**config.mk**
```make
export PLATFORM = sky130hd
export DESIGN_NAME = fgas_alert_status
export DESIGN_NICKNAME = d
export VERILOG_FILES = /design/src/fgas_pkg.sv /design/src/fgas_aux_if.sv /design/src/fgas_aux_detect.sv /design/src/fgas_alert_status.sv
export VERILOG_INCLUDE_DIRS = /design/src /design/src/src
export SDC_FILE = /design/constraint.sdc
export NUM_CORES = 1
export LEC_CHECK = 0
export ABC_CLOCK_PERIOD_IN_PS = 2400
export BUFFER_PORTS_ARGS = -buffer_cell sky130_fd_sc_hd__buf_2
export CORE_MARGIN = 1.5
export CORE_UTILIZATION = 41
export CTS_CLUSTER_DIAMETER = 60
export CTS_CLUSTER_SIZE = 10
export DETAILED_ROUTE_END_ITERATION = 6
export GPL_ROUTABILITY_DRIVEN = 0
export PLACE_DENSITY = 0.71
export SLEW_MARGIN = 0
export SYNTH_ARGS = -nofsm -noshare
export SYNTH_HDL_FRONTEND = slang
export SYNTH_SLANG_ARGS = --single-unit
```
**constraint.sdc**
```tcl
create_clock -name ref_clk -period 2.4 [get_ports ref_clk]
set_clock_uncertainty 0.15 [all_clocks]
set_input_delay 0.24 -clock ref_clk [delete_from_list [all_inputs] [get_ports ref_clk]]
set_output_delay 0.24 -clock ref_clk [all_outputs]
set_load 0.01 [all_outputs]
```
**src/fgas_regs.svh**
```systemverilog
`ifndef FGAS_REGS_SVH
`define FGAS_REGS_SVH

// register offsets on the internal register port
`define FGAS_OFS_STATUS 8'h00
`define FGAS_OFS_TEMP_LIM 8'hb2
`define FGAS_OFS_CFG 8'hdb

// event status bit positions
`define FGAS_ST_BR 15
`define FGAS_ST_SMX 14
`define FGAS_ST_TMX 13
`define FGAS_ST_VMX 12
`define FGAS_ST_BI 11
`define FGAS_ST_SMN 10
`define FGAS_ST_TMN 9
`define FGAS_ST_VMN 8
`define FGAS_ST_BST 3
`define FGAS_ST_POR 1

// smart charge configuration bit positions
`define FGAS_CFG_TMD 5
`define FGAS_CFG_SRC 4
`define FGAS_CFG_SCE 1
`define FGAS_CFG_SFE 0

// threshold field positions
`define FGAS_HI_MSB 15
`define FGAS_HI_LSB 8
`define FGAS_LO_MSB 7
`define FGAS_LO_LSB 0

// reset values and masks
`define FGAS_STATUS_RST 16'h0002
`define FGAS_TEMP_LIM_RST 16'h7f80
`define FGAS_CFG_RST 16'h0000
`define FGAS_CFG_MASK 16'h0033

// disable codes
`define FGAS_WARM_DIS 8'h7f
`define FGAS_COOL_DIS 8'h80
`define FGAS_MAX_DIS 8'hff
`define FGAS_MIN_DIS 8'h00

`endif

```
**src/fgas_pkg.sv**
```systemverilog
package fgas_pkg;
    typedef logic [7:0] fgas_byte_t;
    typedef logic [15:0] fgas_word_t;
    typedef enum logic {
        fgas_soc_mixed,
        fgas_soc_voltage
    } fgas_soc_src_e;
endpackage

```
**src/fgas_aux_if.sv**
```systemverilog
`timescale 1ns/1ps
interface fgas_aux_if;
    logic present;
    logic insert_pulse;
    logic remove_pulse;
    modport src (output present, output insert_pulse, output remove_pulse);
    modport dst (input present, input insert_pulse, input remove_pulse);
endinterface

```
**src/fgas_aux_detect.sv**
```systemverilog
`timescale 1ns/1ps
module fgas_aux_detect
    import fgas_pkg::*;
(
    // clock and reset
    input wire logic ref_clk,
    input wire logic reset,
    // pin, high while no battery sits in the holder
    input wire logic aux_sense_input,
    // detected events
    fgas_aux_if.src aux
);
    logic sync1;
    logic sync2;
    logic sync3;
    logic level;
    logic change;

    // a change counts only once the second and third stages agree
    assign change = (sync2 == sync3) && (sync3 != level);

    always_ff @(posedge ref_clk or posedge reset) begin
        if (reset) begin
            sync1 <= 1'b0;
            sync2 <= 1'b0;
            sync3 <= 1'b0;
        end else begin
            sync1 <= aux_sense_input;
            sync2 <= sync1;
            sync3 <= sync2;
        end
    end

    always_ff @(posedge ref_clk or posedge reset) begin
        if (reset) begin
            level <= 1'b0;
            aux.present <= 1'b1;
            aux.insert_pulse <= 1'b0;
            aux.remove_pulse <= 1'b0;
        end else begin
            if (change) begin
                level <= sync3;
            end
            aux.present <= change ? !sync3 : !level;
            aux.insert_pulse <= change && !sync3;
            aux.remove_pulse <= change && sync3;
        end
    end
endmodule

```
**src/fgas_alert_status.sv**
```systemverilog
`timescale 1ns/1ps
`include "fgas_regs.svh"

//Contract
// warm threshold bits 15:8, 1 C steps, T4 point, 0x7f disables
// cool threshold bits 7:0, 1 C steps, T1 point, 0x80 disables
// config bit 5 set stops temperature monitor adjustments
// config bit 4 picks mixed (0) or voltage (1) soc estimate
// config bit 1 enables the smart charge function
// config bit 0 enables the smart full detection function
// status bit 15 latches battery removal, cleared by software
// status bit 14 set when soc rises above max soc alert
// status bit 13 set when temperature exceeds max temp alert
// status bit 12 set when cell voltage exceeds max volt alert
// status bit 11 latches battery insertion from aux pin
// sticky selects decide whether alert bits need software clearing
// status register at offset 0x00 gathers latched event flags
// bits 10, 9, 8 set when soc, temp, voltage fall below minimum
// bit 1 set on any power-on reset, reads 1 after power-up
// bit 3 shows battery absence, 0 while present
// non-sticky alert bit clears itself once value returns inside
// writing 0 clears a status bit, 1 keeps it, events win
// a threshold at its disable code never raises an alert
module fgas_alert_status
    import fgas_pkg::*;
(
    // clock and reset
    input wire logic ref_clk,
    input wire logic reset,
    // register port behind the serial control interface
    input wire logic [7:0] reg_addr,
    input wire logic reg_wr,
    input wire logic reg_rd,
    input wire logic [15:0] reg_wdata,
    output logic [15:0] reg_rdata,
    output logic reg_ack,
    // gauge readings, same clock
    input wire logic [7:0] mixed_soc_estimate,
    input wire logic [7:0] voltage_soc_estimate,
    input wire logic [7:0] temperature_reading,
    input wire logic [7:0] cell_voltage_reading,
    // alert thresholds and sticky selects from neighbouring registers
    input wire logic [15:0] soc_alert_threshold,
    input wire logic [15:0] temp_alert_threshold,
    input wire logic [15:0] volt_alert_threshold,
    input wire logic soc_sticky_select,
    input wire logic temp_sticky_select,
    input wire logic volt_sticky_select,
    input wire logic [1:0] soc_alert_source_cfg,
    input wire logic sw_por_req,
    // pin
    input wire logic aux_sense_input,
    // smart charging controls
    output logic monitor_adjust_en,
    output logic smart_charge_function,
    output logic smart_full_function,
    output logic [7:0] smart_soc,
    output logic warm_zone,
    output logic cool_zone
);
    fgas_word_t status;
    fgas_word_t temp_limits;
    fgas_word_t smart_cfg;
    fgas_word_t next_status;
    fgas_aux_if aux ();
    logic st_wr;
    logic [15:0] clr;
    fgas_byte_t alert_soc;
    logic smx_c, tmx_c, vmx_c, smn_c, tmn_c, vmn_c;

    function automatic logic gt_s(input fgas_byte_t a, input fgas_byte_t b);
        return $signed(a) > $signed(b);
    endfunction

    function automatic logic keep_next(input logic cur, input logic set,
                                       input logic wipe);
        // a new event outweighs a clear in the same cycle
        return set | (cur & ~wipe);
    endfunction

    function automatic logic alert_next(input logic cur, input logic cond,
                                        input logic sticky,
                                        input logic wipe);
        return sticky ? keep_next(cur, cond, wipe) : cond;
    endfunction

    fgas_aux_detect u_aux (
        .ref_clk(ref_clk),
        .reset(reset),
        .aux_sense_input(aux_sense_input),
        .aux(aux.src)
    );

    assign st_wr = reg_wr && (reg_addr == `FGAS_OFS_STATUS);
    assign clr = st_wr ? ~reg_wdata : 16'h0000;
    // source field 1 compares the voltage based estimate, others the mix
    assign alert_soc = (soc_alert_source_cfg == 2'h1) ?
        voltage_soc_estimate : mixed_soc_estimate;

    // disable codes sit at the end of range, checked anyway
    assign smx_c = (soc_alert_threshold[15:8] != `FGAS_MAX_DIS) &&
        (alert_soc > soc_alert_threshold[15:8]);
    assign tmx_c = (temp_alert_threshold[15:8] != `FGAS_WARM_DIS) &&
        gt_s(temperature_reading, temp_alert_threshold[15:8]);
    assign vmx_c = (volt_alert_threshold[15:8] != `FGAS_MAX_DIS) &&
        (cell_voltage_reading > volt_alert_threshold[15:8]);
    assign smn_c = (soc_alert_threshold[7:0] != `FGAS_MIN_DIS) &&
        (alert_soc < soc_alert_threshold[7:0]);
    assign tmn_c = (temp_alert_threshold[7:0] != `FGAS_COOL_DIS) &&
        gt_s(temp_alert_threshold[7:0], temperature_reading);
    assign vmn_c = (volt_alert_threshold[7:0] != `FGAS_MIN_DIS) &&
        (cell_voltage_reading < volt_alert_threshold[7:0]);

    always_comb begin
        next_status = 16'h0000;
        next_status[`FGAS_ST_BR] = keep_next(status[`FGAS_ST_BR],
            aux.remove_pulse, clr[`FGAS_ST_BR]);
        next_status[`FGAS_ST_BI] = keep_next(status[`FGAS_ST_BI],
            aux.insert_pulse, clr[`FGAS_ST_BI]);
        next_status[`FGAS_ST_POR] = keep_next(status[`FGAS_ST_POR],
            sw_por_req, clr[`FGAS_ST_POR]);
        next_status[`FGAS_ST_BST] = !aux.present;
        // non-sticky alerts track the condition directly
        next_status[`FGAS_ST_SMX] = alert_next(status[`FGAS_ST_SMX], smx_c,
            soc_sticky_select, clr[`FGAS_ST_SMX]);
        next_status[`FGAS_ST_SMN] = alert_next(status[`FGAS_ST_SMN], smn_c,
            soc_sticky_select, clr[`FGAS_ST_SMN]);
        next_status[`FGAS_ST_TMX] = alert_next(status[`FGAS_ST_TMX], tmx_c,
            temp_sticky_select, clr[`FGAS_ST_TMX]);
        next_status[`FGAS_ST_TMN] = alert_next(status[`FGAS_ST_TMN], tmn_c,
            temp_sticky_select, clr[`FGAS_ST_TMN]);
        next_status[`FGAS_ST_VMX] = alert_next(status[`FGAS_ST_VMX], vmx_c,
            volt_sticky_select, clr[`FGAS_ST_VMX]);
        next_status[`FGAS_ST_VMN] = alert_next(status[`FGAS_ST_VMN], vmn_c,
            volt_sticky_select, clr[`FGAS_ST_VMN]);
    end

    always_ff @(posedge ref_clk or posedge reset) begin
        if (reset) begin
            status <= `FGAS_STATUS_RST;
        end else begin
            status <= next_status;
        end
    end

    always_ff @(posedge ref_clk or posedge reset) begin
        if (reset) begin
            temp_limits <= `FGAS_TEMP_LIM_RST;
            smart_cfg <= `FGAS_CFG_RST;
        end else if (reg_wr) begin
            case (reg_addr)
                `FGAS_OFS_TEMP_LIM: begin
                    temp_limits <= reg_wdata;
                end
                `FGAS_OFS_CFG: begin
                    smart_cfg <= reg_wdata & `FGAS_CFG_MASK;
                end
                default: begin
                    smart_cfg <= smart_cfg;
                end
            endcase
        end
    end

    always_ff @(posedge ref_clk or posedge reset) begin
        if (reset) begin
            reg_rdata <= 16'h0000;
            reg_ack <= 1'b0;
        end else begin
            reg_ack <= reg_rd || reg_wr;
            if (reg_rd) begin
                case (reg_addr)
                    `FGAS_OFS_STATUS: begin
                        reg_rdata <= status;
                    end
                    `FGAS_OFS_TEMP_LIM: begin
                        reg_rdata <= temp_limits;
                    end
                    `FGAS_OFS_CFG: begin
                        reg_rdata <= smart_cfg;
                    end
                    default: begin
                        reg_rdata <= 16'h0000;
                    end
                endcase
            end
        end
    end

    // zones only matter to smart charging, so they idle while it is off
    always_ff @(posedge ref_clk or posedge reset) begin
        if (reset) begin
            monitor_adjust_en <= 1'b1;
            smart_charge_function <= 1'b0;
            smart_full_function <= 1'b0;
            smart_soc <= 8'h00;
            warm_zone <= 1'b0;
            cool_zone <= 1'b0;
        end else begin
            monitor_adjust_en <= !smart_cfg[`FGAS_CFG_TMD];
            smart_charge_function <= smart_cfg[`FGAS_CFG_SCE];
            smart_full_function <= smart_cfg[`FGAS_CFG_SFE];
            smart_soc <= (smart_cfg[`FGAS_CFG_SRC] == fgas_soc_voltage) ?
                voltage_soc_estimate : mixed_soc_estimate;
            warm_zone <= smart_cfg[`FGAS_CFG_SCE] &&
                (temp_limits[15:8] != `FGAS_WARM_DIS) &&
                gt_s(temperature_reading, temp_limits[15:8]);
            cool_zone <= smart_cfg[`FGAS_CFG_SCE] &&
                (temp_limits[7:0] != `FGAS_COOL_DIS) &&
                gt_s(temp_limits[7:0], temperature_reading);
        end
    end
endmodule

```
== Word-level counts from Yosys, hierarchy flattened ==
Index checks and enable logic that the tools add are counted.
Storage, ports and cells
  output and inout port bits: 30
  ROM bits: 0
  memory bits (writable): 0
  memories: 0
  input bits: 115
  flip-flop bits (word level): 67
  latch bits: 0
Operators by class
  multiplexer cells: 11
  order comparisons: 8
  equal/unequal tests: 11
  div/mod/pow operators: 0
  reduce and logical (&&, ||, !) cells: 24
  shifts and indexed selects: 0
  add/subtract/negate cells: 0
  multipliers: 0
  bitwise gates (word level): 28
Operator list (number)
  8-bit > comparator: 6
  16-bit case mux with 3 select lines: 1
  8-bit != test, second input constant: 4
  8-bit equality test, second input constant: 2
  8-bit < comparator: 2
  16-bit 2-to-1 mux: 1
  8-bit 2-to-1 mux: 2
  8-bit by 7-bit != test with 1-bit output, second input constant: 2
  16-bit NOT: 1
  8-bit nonzero test: 2
  1-bit logical AND: 14
  1-bit AND: 9
  1-bit NOT: 9
  1-bit bitwise OR: 9
  8-bit logical NOT: 1
  1-bit 2-to-1 mux: 7
  1-bit logical NOT: 4
  2-bit AND reduction: 2
  2-bit by 1-bit equality test with 1-bit output, second input constant: 1
  1-bit equality test: 1
  1-bit logical OR: 1
  1-bit != test: 1

== Logic depth before layout (Yosys ltp) ==
Gate-level depths: netlist (run 1).
  word-level depth: 7
  mapped depth: 9
  mapped depth without buffers: 8

== By module ==
A second synthesis (run 1) with hierarchy kept.
Second synthesis, totals
  cells, all modules: 436
  area, all modules: 4431.8 µm²
Modules (own cells, without submodules)
  fgas_alert_status: times used 1, seq. area each 1514.0 µm², area each 4216.5 µm², cells each 422
  fgas_aux_detect: times used 1, seq. area each 176.4 µm², area each 215.2 µm², cells each 14

== Least setup slack after synthesis (run 1) ==
OpenSTA, ideal clock, no wires.
  kind: input-to-reg
  from: in soc_alert_source_cfg[0]
  to: reg status[14]
  required time: 2.114 ns
  library setup time: 0.136 ns
  stages on the path: 9
  path slack: 0.179 ns
  data arrival time: 1.935 ns
  buffers on the path: 1
  cell sequence: nor2b_1 > buf_2 > mux2_2 > ha_1 > nor2b_1 > nor3_1 > o21bai_1 > a2111oi_0 > o21ai_0
Between the ends
  word-level cells in the longest chain between the ends: 6
Ends and longest elaborated chain
  start: declaration: line fgas_alert_status.sv:49  | input wire logic [1:0] soc_alert_source_cfg,
  2-bit by 1-bit equality test with 1-bit output (*): line fgas_alert_status.sv:97  | assign alert_soc = (soc_alert_source_cfg == 2'h1) ?
  8-bit 2-to-1 mux (*): line fgas_alert_status.sv:97
  8-bit > comparator (*): line fgas_alert_status.sv:102  | (alert_soc > soc_alert_threshold[15:8]);
  1-bit logical AND (*): line fgas_alert_status.sv:101  | assign smx_c = (soc_alert_threshold[15:8] != `FGAS_MAX_DIS) &&
  1-bit bitwise OR: line fgas_alert_status.sv:78  | return set | (cur & ~wipe);
  1-bit 2-to-1 mux (*): line fgas_alert_status.sv:84  | return sticky ? keep_next(cur, cond, wipe) : cond;
  via next_status[14]: line fgas_alert_status.sv:64  | fgas_word_t next_status;
  end signal: assignment: line fgas_alert_status.sv:140  | status <= `FGAS_STATUS_RST;
  end signal: assignment: line fgas_alert_status.sv:142  | status <= next_status;
  end: declaration: line fgas_alert_status.sv:61  | fgas_word_t status;
Mark *: on every way through the listed nets, which the timed path passes. The rest lies on a longest branch.
A chain may end at the register's enable or synchronous reset.

== Worst setup path in the final report (run 1) ==
  from: in mixed_soc_estimate[1]
  to: reg status[14]
Between the ends
  word-level cells in the longest chain between the ends: 5
Ends and longest elaborated chain
  start: declaration: line fgas_alert_status.sv:38  | input wire logic [7:0] mixed_soc_estimate,
  8-bit 2-to-1 mux (*): line fgas_alert_status.sv:97
  8-bit > comparator (*): line fgas_alert_status.sv:102
  1-bit logical AND (*): line fgas_alert_status.sv:101
  1-bit bitwise OR: line fgas_alert_status.sv:78
  1-bit 2-to-1 mux (*): line fgas_alert_status.sv:84
  via next_status[14]: line fgas_alert_status.sv:64
Marked as above.

==> run metrics, run 1 <==
Hold Crit Class in -> reg; period utilisation layout 0.9683; maximum fanout along the worst path 2; Placement Setup Slack 44.00 ps; final hold slack 12.31 ps; Total Die Area 11,320 µm²; Fmax 0.4303 GHz; final setup TNS 0 ps; critical path class in -> reg; layout cell share with drive strength beyond 1 0.3507; Clock Sink Count 67; CP Cell Sequence dlygate4sd3_1 > buf_2 > mux2_2 > ha_1 > nor2b_1 > nor3_1 > o21bai_1 > a2111oi_1 > o21ai_0; cells after synthesis 437; final setup fails 0; worst path bufs/invs 2; Startpoint Class input pin; final net count 786; Comb power frac 0.202; Post-synth EDFFs 0; total chip power 2.660 mW; largest net degree at the start of global routing 26; I/O pin count 145; Sw Ratio 0.2631; HP Start reg_wdata[13]; R2R depth 2; area of the multi-input gates 2338 µm²; Max Root-Sink Buffers 2; Area Growth Syn to Fin 28.93%; placed inst area 5260 µm²; fin crit period 2324 ps; drt total wl 11,340 µm; Finished Cell Area 5649 µm²; WP data required 2450 ps; postcts setup bufs 0; setup ws final 76.13 ps; H-Tree Depth 3; Port Buf Inserts 144; CTS buffer count 9; GR Overflow Total 0; max-slew violations 0; number of global-route vias before repair 4,089; Critical-path top delay cell dlygate4sd3_1; Post-DP HPWL 9246 µm; Critical Path AT 2380 ps; fin util 0.5448; Leak Pwr 2.881 nW; Core Region 10,370 µm²; unique cell type count in the Yosys netlist 50; first-pass GRT wire length 18,850 µm; Cell Pwr Density 470.9 nW/µm²; Seq/Total Area, Yosys 0.3858; first-iteration detailed-routing DRC count 123; worst r2r src smart_cfg[4]$_DFFE_PP0P_; Synth Net Count 614; R2R Setup Slk 540 ps; Mean Syn Cell Area 10.03 µm²; Cell Count, Final, Fillers Out 750; placed cells 714; max_cap viols 0; clk root buf clkbuf_8; Int Pwr 1.960 mW; Sequential Power Share 0.463; Die H 106.4 µm; VDD IR max 0.3519 mV; clock network fraction of design power 0.335; via/cell ratio 5.129; Async SR Flop Fraction 1.000; CTS clk-pin slew, worst paths 60 ps; chip width 106.4 µm; GRT Overall Usage 0.2127; reg2reg end smart_soc[2]$_DFF_PP0_; DRC viols 0; starting density of the core 0.4225; Largest delay share family, worst path buffers and inverters; Rel. slew slack 0.5869; TritonCTS clock tree built; 1st-pass router iterations 4; RSZ-0062 raised after global routing no; Warnings, synthesis 0; #FFs+latches synth 67; vias 3,847; P_sw 0.7000 mW; Layout fillers 982; CP endpoint kind register; initial antenna violation count 1; clk_lat worst skew 330 ps; Antenna Nets Post-Route 0; Avg WL per Cell 15.12 µm; max incr delay on CP 530 ps; Row Count 37; synthesized cell area 4382 µm²; hold path endpoint temp_limits[13]$_DFFE_PP1P_; prevailing post-synth register cell dfrtp_1; Slew @ Worst Pin 619.6 ps; status complete, no violations; FF/Latch Area 1690 µm²; Final Hold Vio Count 0; hold depth 2
[synth_stat cells, types with 2 or more instances]
library cell | number | area share
o21bai_1 | 2 | 0.0034
nand3_1 | 10 | 0.011
a21o_1 | 7 | 0.012
nand4_1 | 14 | 0.020
a31oi_1 | 2 | 0.0029
inv_1 | 79 | 0.068
nor4_1 | 7 | 0.010
nor2b_1 | 9 | 0.013
nor4b_1 | 2 | 0.0040
ha_1 | 62 | 0.18
nor3b_1 | 3 | 0.0051
nand2b_1 | 4 | 0.0057
nor2_1 | 11 | 0.0094
buf_2 | 4 | 0.0046
o211ai_1 | 5 | 0.0086
o2bb2ai_1 | 2 | 0.0040
buf_6 | 2 | 0.0051
a21oi_1 | 14 | 0.016
o22ai_1 | 17 | 0.024
clkbuf_1 | 2 | 0.0017
mux2_2 | 35 | 0.090
o21a_1 | 3 | 0.0051
a2111oi_0 | 3 | 0.0060
dfstp_2 | 11 | 0.066
nand2_1 | 9 | 0.0077
and4_1 | 2 | 0.0040
nor3_1 | 3 | 0.0034
and3_1 | 2 | 0.0029
dfrtp_1 | 56 | 0.32
a22oi_1 | 13 | 0.022
o21ai_0 | 21 | 0.024
a211oi_1 | 2 | 0.0034
nand4b_1 | 2 | 0.0040
[how the worst max path moves through the flow]
stage                            start                    to  slack, ps  cells after the start
3_5_place_dp   soc_alert_source_cfg[1]  status[14]$_DFF_PP0_         40                      9
5_1_grt          mixed_soc_estimate[1]  status[14]$_DFF_PP0_         20                      9
3_3_place_gp   soc_alert_source_cfg[1]  status[14]$_DFF_PP0_         90                      9
6_report         mixed_soc_estimate[1]  status[14]$_DFF_PP0_         80                      9
4_1_cts          mixed_soc_estimate[1]  status[14]$_DFF_PP0_        100                      9
2_1_floorplan  soc_alert_source_cfg[0]  status[14]$_DFF_PP0_        180                      9
[sequential cells by signal, indices dropped and copies added (netlist names), 4 cells and up]
name	cells
reg_rdata	16
smart_cfg	4
smart_soc	8
status	10
temp_limits	16
[metal layers]
metal	wire [µm]	global-route usage	vias up
li1	-	-	1919
met1	4711	0.2537	1778
met2	5627	0.3747	134
met3	805	0.05212	16
met4	198	0.06757	0
met5	0	0	-
[power by group through the flow]
stage	logic (mW)	registers [mW]	clock network, mW
2_1_floorplan	0.290	1.24	0
3_3_place_gp	0.484	1.25	0
3_5_place_dp	0.512	1.25	0
4_1_cts	0.539	1.23	0.914
5_1_grt	0.619	1.24	0.964
6_report	0.538	1.23	0.890
[logic make-up after synthesis]
kind of cell               share of synthesized area
AOI/OAI and AO/OA                             0.1502
adders and majority gates                     0.1770
buffers and inverters                        0.08081
DFF                                           0.3858
muxes                                        0.09223
and+or+nand+nor                               0.1139
[cell usage in the layout, fill, tap and decap left out, drive strengths merged, types with 3 or more instances in the layout]
| cell | Yosys | routed |
|---|---|---|
| buf | 7 | 150 |
| inv | 79 | 79 |
| ha | 62 | 62 |
| dfrtp | 56 | 56 |
| mux2 | 35 | 35 |
| o21ai | 22 | 22 |
| dlygate4sd3 | 0 | 20 |
| o22ai | 17 | 17 |
| a21oi | 14 | 14 |
| nand4 | 14 | 14 |
| a22oi | 13 | 13 |
| clkbuf | 2 | 12 |
| nor2 | 11 | 11 |
| dfstp | 11 | 11 |
| nand3 | 11 | 11 |
| nor2b | 9 | 9 |
| nand2 | 9 | 9 |
| nor4 | 8 | 8 |
| a21o | 7 | 7 |
| o211ai | 5 | 5 |
| nand2b | 4 | 4 |
| nor3 | 3 | 3 |
| o21a | 3 | 3 |
| nor3b | 3 | 3 |
| a2111oi | 3 | 3 |
[repair_timing]
action | CTS | global route
endpoints found under the hold margin | 35 | 1
setup endpoints to repair | 0 | 1
gates resized for setup | 0 | 1
hold buffers | 19 | 1
[final cells by class]
class                   instances  share of cell area
inverters                      79             0.05249
well taps                     136             0.03012
diodes                          1           0.0004430
multi-input cells             282              0.4140
flip-flops and latches         67              0.2992
clock inverters                 3            0.007087
repair buffers                170              0.1710
clock buffers                  12             0.02569
Power figures use the tool's default switching activity.
==> run 2: changes to the inputs <==
ABC_CLOCK_PERIOD_IN_PS = 2020   (was 2400)
GPL_ROUTABILITY_DRIVEN = unset   (was 0)
PLACE_DENSITY = 0.74   (was 0.71)
clock period = 2.02 ns   (was 2.4 ns; I/O delays follow)
==> run metrics, run 2 (synthesis gave the netlist of run 1 again) <==
maximum fanout along the worst path 2; Final Hold Vio Count 0; first-iteration detailed-routing DRC count 99; CTS buffer count 9; max-slew violations 0; placed inst area 5319 µm²; Slew @ Worst Pin 592.1 ps; Area Growth Syn to Fin 35.01%; Critical-path top delay cell dlygate4sd3_1; period utilisation layout 0.9794; most frequent cells in the layout buf_2 (144), inv_1 (78), ha_1 (59); 1st-pass router iterations 4; CP endpoint kind register; RSZ-0062 raised after global routing yes; clk_lat worst skew 340 ps; GRT Overall Usage 0.2118; Cell Pwr Density 520.7 nW/µm²; final net count 810; hold path endpoint status[14]$_DFF_PP0_; chip width 106.4 µm; drt total wl 11,550 µm; layout cell share with drive strength beyond 1 0.3595; Core Region 10,370 µm²; clk root buf clkbuf_8; hold depth 4; fin crit period 1978 ps; I/O pin count 145; Largest regs reg_rdata: 16 flops, temp_limits: 16 flops, status: 10 flops; Fmax 0.5055 GHz; Max Root-Sink Buffers 2; status complete, no violations; Post-DP HPWL 9229 µm; Critical Path AT 2040 ps; GPL Wtd Cong 0.8575; initial antenna violation count 0; VDD IR max 0.3445 mV; Antenna Nets Post-Route 0; FF/Latch Area 1690 µm²; HP Start soc_alert_threshold[9]; total chip power 3.081 mW; DRC viols 0; Rel. slew slack 0.6052; Finished Cell Area 5916 µm²; final setup fails 0; TritonCTS clock tree built; critical path class in -> reg; Clock Sink Count 67; max incr delay on CP 540 ps; area of the multi-input gates 2392 µm²; Hold Crit Class in -> reg; worst r2r src smart_cfg[4]$_DFFE_PP0P_; starting density of the core 0.4225; GR Overflow Total 0; Row Count 37; Layout fillers 922; reg2reg end smart_soc[0]$_DFF_PP0_; Leak Pwr 2.974 nW; WP data required 2080 ps; max_cap viols 0; Port Buf Inserts 144; R2R depth 2; via/cell ratio 5.215; ant diodes 0; vias 4,031; most common cell after layout, fill and taps aside buf_2; Die H 106.4 µm; CP Cell Sequence dlygate4sd3_1 > buf_2 > mux2_2 > ha_1 > nand4_1 > nor2_1 > a211oi_2 > a31o_1; CTS clk-pin slew, worst paths 60 ps; Avg WL per Cell 14.94 µm; Startpoint Class input pin; Total Die Area 11,320 µm²; largest net degree at the start of global routing 68; R2R Setup Slk 170 ps; H-Tree Depth 3; number of global-route vias before repair 4,146; first-pass GRT wire length 18,950 µm
run 2: worst max path at each step:
stage | start | to | slack [ps] | cells after the start
floorplan | soc_alert_source_cfg[0] | status[14]$_DFF_PP0_ | -20 | 9
global placement | soc_alert_source_cfg[1] | status[14]$_DFF_PP0_ | -220 | 10
detailed placement | soc_alert_source_cfg[1] | status[14]$_DFF_PP0_ | -240 | 10
CTS | voltage_soc_estimate[3] | status[14]$_DFF_PP0_ | 40 | 8
global route | voltage_soc_estimate[7] | status[10]$_DFF_PP0_ | -5 | 8
finish | voltage_soc_estimate[7] | status[10]$_DFF_PP0_ | 40 | 8
run 2: worst max-delay path: cells and delay by family:
family / cells / cell delay (ps)
adder cells (fa/ha/maj): 1 / 300
AO/OA/AOI/OAI: 2 / 300
AND/OR/NAND/NOR: 2 / 280
buffers and inverters: 2 / 670
multiplexers: 1 / 280
run 2: layout make-up:
| type | count | area share |
|---|---|---|
| flip-flops and latches | 67 | 0.2857 |
| well taps | 136 | 0.02876 |
| clock buffers | 10 | 0.02157 |
| repair buffers | 194 | 0.2039 |
| inverters | 79 | 0.05013 |
| clock inverters | 5 | 0.005499 |
| multi-input cells | 282 | 0.4044 |
run 2: power breakdown:
part	switching (mW)	internal [mW]	leakage, nW
logic	0.334	0.363	2.07
clock network	0.488	0.434	0.0742
registers	0.0493	1.41	0.831
run 2: repair_timing:
item                                   in CTS  in global routing
hold buffers                               39                  0
setup buffers                               0                  1
resized for setup                           0                 11
endpoints found under the hold margin      93                  0
setup endpoints to repair                   0                  2
run 2: per-layer routing:
metal	part of all wire	wire (µm)	global-route usage
met4	0.015	174	0.05502
met5	0	0	0
met3	0.063	724	0.05395
met1	0.44	5081	0.2590
met2	0.48	5571	0.3696
run 2: per-stage QoR:
stage          hold slack [ps]  utilization  std cells  setup WS [ps]  setup TNS [ps]
2_1_floorplan            83.43            -        437         -16.35          -16.35
3_3_place_gp             146.4       0.5129        718         -220.0          -265.5
3_5_place_dp             151.5       0.5129        718         -239.9          -316.3
4_1_cts                  113.4       0.5660        772          43.02               0
5_1_grt                  116.5       0.5705        773         -5.036          -5.036
6_report                 117.8       0.5705        773          41.60               0
==> run 3: changes to the inputs <==
PLACE_DENSITY = 0.73   (was 0.74)
SYNTH_HIERARCHICAL = 1   (was unset)
==> run metrics, run 3 <==
1st-pass router iterations 4; placed inst area 5328 µm²; period utilisation layout 0.9584; TritonCTS clock tree built; via/cell ratio 5.141; final net count 804; worst r2r src smart_cfg[4]$_DFFE_PP0P_; Avg WL per Cell 14.81 µm; Port Buf Inserts 144; Rel. slew slack 0.6288; ant diodes 0; first-iteration detailed-routing DRC count 184; GR Overflow Total 0; Finished Cell Area 5923 µm²; final hold slack 24.75 ps; Layout fillers 929; chip width 107.0 µm; clk_lat worst skew 330 ps; Startpoint Class input pin; Synth Net Count 613; Async SR Flop Fraction 1.000; fin crit period 1936 ps; metal3 WL 482 µm; Hold Crit Class in -> reg; VDD IR max 0.3807 mV; Cell Pwr Density 578.4 nW/µm²; R2R Setup Slk 200 ps; Mean Syn Cell Area 10.16 µm²; Clock Sink Count 67; Total Die Area 11,440 µm²; Die H 107.0 µm; Critical Path AT 2010 ps; RSZ-0062 raised after global routing yes; top sig layer met4; Post-Route M1 WL 4841 µm; number of global-route vias before repair 4,094; Slew @ Worst Pin 556.7 ps; GRT Overall Usage 0.2067; largest net degree at the start of global routing 34; Row Count 37; critical path class in -> reg; CTS clk-pin slew, worst paths 70 ps; Leak Pwr 3.042 nW; #FFs+latches synth 67; CP endpoint kind register; most frequent cells in the layout buf_2 (144), inv_1 (64), ha_1 (62); H-Tree Depth 3; synthesized cell area 4432 µm²; GPL Wtd Cong 0.9034; hold depth 3; Synth area leaders dfrtp_1 (32%), ha_1 (18%), dfstp_2 (6.5%), mux2_2 (6.4%), inv_1 (5.5%); initial antenna violation count 0; cells after synthesis 436; most common library cells after synthesis inv_1 (65), ha_1 (62), dfrtp_1 (56); first-pass GRT wire length 18,750 µm; HP Start soc_sticky_select; Max Root-Sink Buffers 2; area leader, netlist dfrtp_1; DRC viols 0; clk root buf clkbuf_8; I/O pin count 145; maximum fanout along the worst path 2; max-slew violations 0; R2R depth 2; hold path endpoint status[14]$_DFF_PP0_; reg2reg end smart_soc[1]$_DFF_PP0_; layout cell share with drive strength beyond 1 0.3560; top-area cell type share of the netlist area 0.3162; Post-synth EDFFs 0; Antenna Nets Post-Route 0; count leader, synth inv_1; total chip power 3.426 mW; Core Region 10,420 µm²; Warnings, synthesis 6; vias 3,948; max_cap viols 0; status complete, no violations; WL met2 5872 µm; Seq/Total Area, Yosys 0.3814; unique cell type count in the Yosys netlist 54; starting density of the core 0.4255; drt total wl 11,370 µm; final setup fails 0; Area Growth Syn to Fin 33.65%; most common cell after layout, fill and taps aside buf_2; WP data required 2090 ps; CTS buffer count 9; prevailing post-synth register cell dfrtp_1; Largest regs reg_rdata: 16 flops, temp_limits: 16 flops, status: 10 flops; Fmax 0.5165 GHz; Final Hold Vio Count 0; Post-DP HPWL 9089 µm; postcts setup bufs 0
run 3: what timing repair did:
| action | in CTS | in global routing |
|---|---|---|
| setup endpoints to repair | 0 | 2 |
| hold endpoints to repair | 53 | 0 |
| resized for setup | 0 | 5 |
| hold buffers | 37 | 0 |
run 3: report_power, final:
part           switching, mW  internal [mW]  total (mW)
sequential            0.0590           1.43        1.49
combinational          0.355          0.377       0.732
clock                  0.506          0.698        1.20
run 3: worst max-delay path, stage by stage:
cell           delay [ps]
dlygate4sd3_1         550
buf_2                 130
mux2_2                290
ha_1                  300
nand4_1               120
nor2_1                130
a211oi_1               60
a31o_1                230
run 3: cells by family (layout without fill, tap and decap cells):
| family | Yosys count | in the layout | synth area share |
|---|---|---|---|
| compound gates | 97 | 97 | 0.1398 |
| mux | 36 | 36 | 0.09966 |
| flops | 67 | 67 | 0.3814 |
| buf+inv | 75 | 271 | 0.07199 |
| simple gates | 99 | 99 | 0.1321 |
| fa+ha+maj | 62 | 62 | 0.1750 |
run 3: how the worst max path moves through the flow:
stage                             from                   end  slack, ps  cells after the start
5_1_grt          mixed_soc_estimate[7]  status[14]$_DFF_PP0_         -9                      8
3_5_place_dp   soc_alert_source_cfg[1]  status[14]$_DFF_PP0_       -210                     10
6_report         mixed_soc_estimate[7]  status[10]$_DFF_PP0_         80                      8
2_1_floorplan  soc_alert_source_cfg[0]  status[14]$_DFF_PP0_         10                      9
3_3_place_gp   soc_alert_source_cfg[1]  status[14]$_DFF_PP0_       -160                     10
4_1_cts        voltage_soc_estimate[4]  status[14]$_DFF_PP0_         10                      8
run 3: metal layers:
metal / vias up / GRT usage
met5: - / 0
met3: 19 / 0.03769
met2: 101 / 0.3764
met4: 0 / 0.05333
li1: 1962 / -
met1: 1866 / 0.2501
run 3: cell type report:
cell class,count,area [µm²],share of cell area
Multi-Input combinational cell,294,2432,0.4106
Sequential cell,67,1690,0.2854
Timing Repair Buffer,190,1171,0.1977
Inverter,65,244.0,0.04119
Tap cell,136,170.2,0.02873
Clock buffer,10,127.6,0.02155
Clock inverter,6,87.58,0.01479
run 3: metrics by stage:
step,utilization,instances,TNS [ps],setup WS (ps)
3_3_place_gp,0.5115,715,-258.9,-159.6
2_1_floorplan,-,436,0,13.69
4_1_cts,0.5677,768,0,14.48
5_1_grt,0.5686,768,-9.180,-9.180
6_report,0.5686,768,0,83.97
3_5_place_dp,0.5115,715,-330.3,-214.4
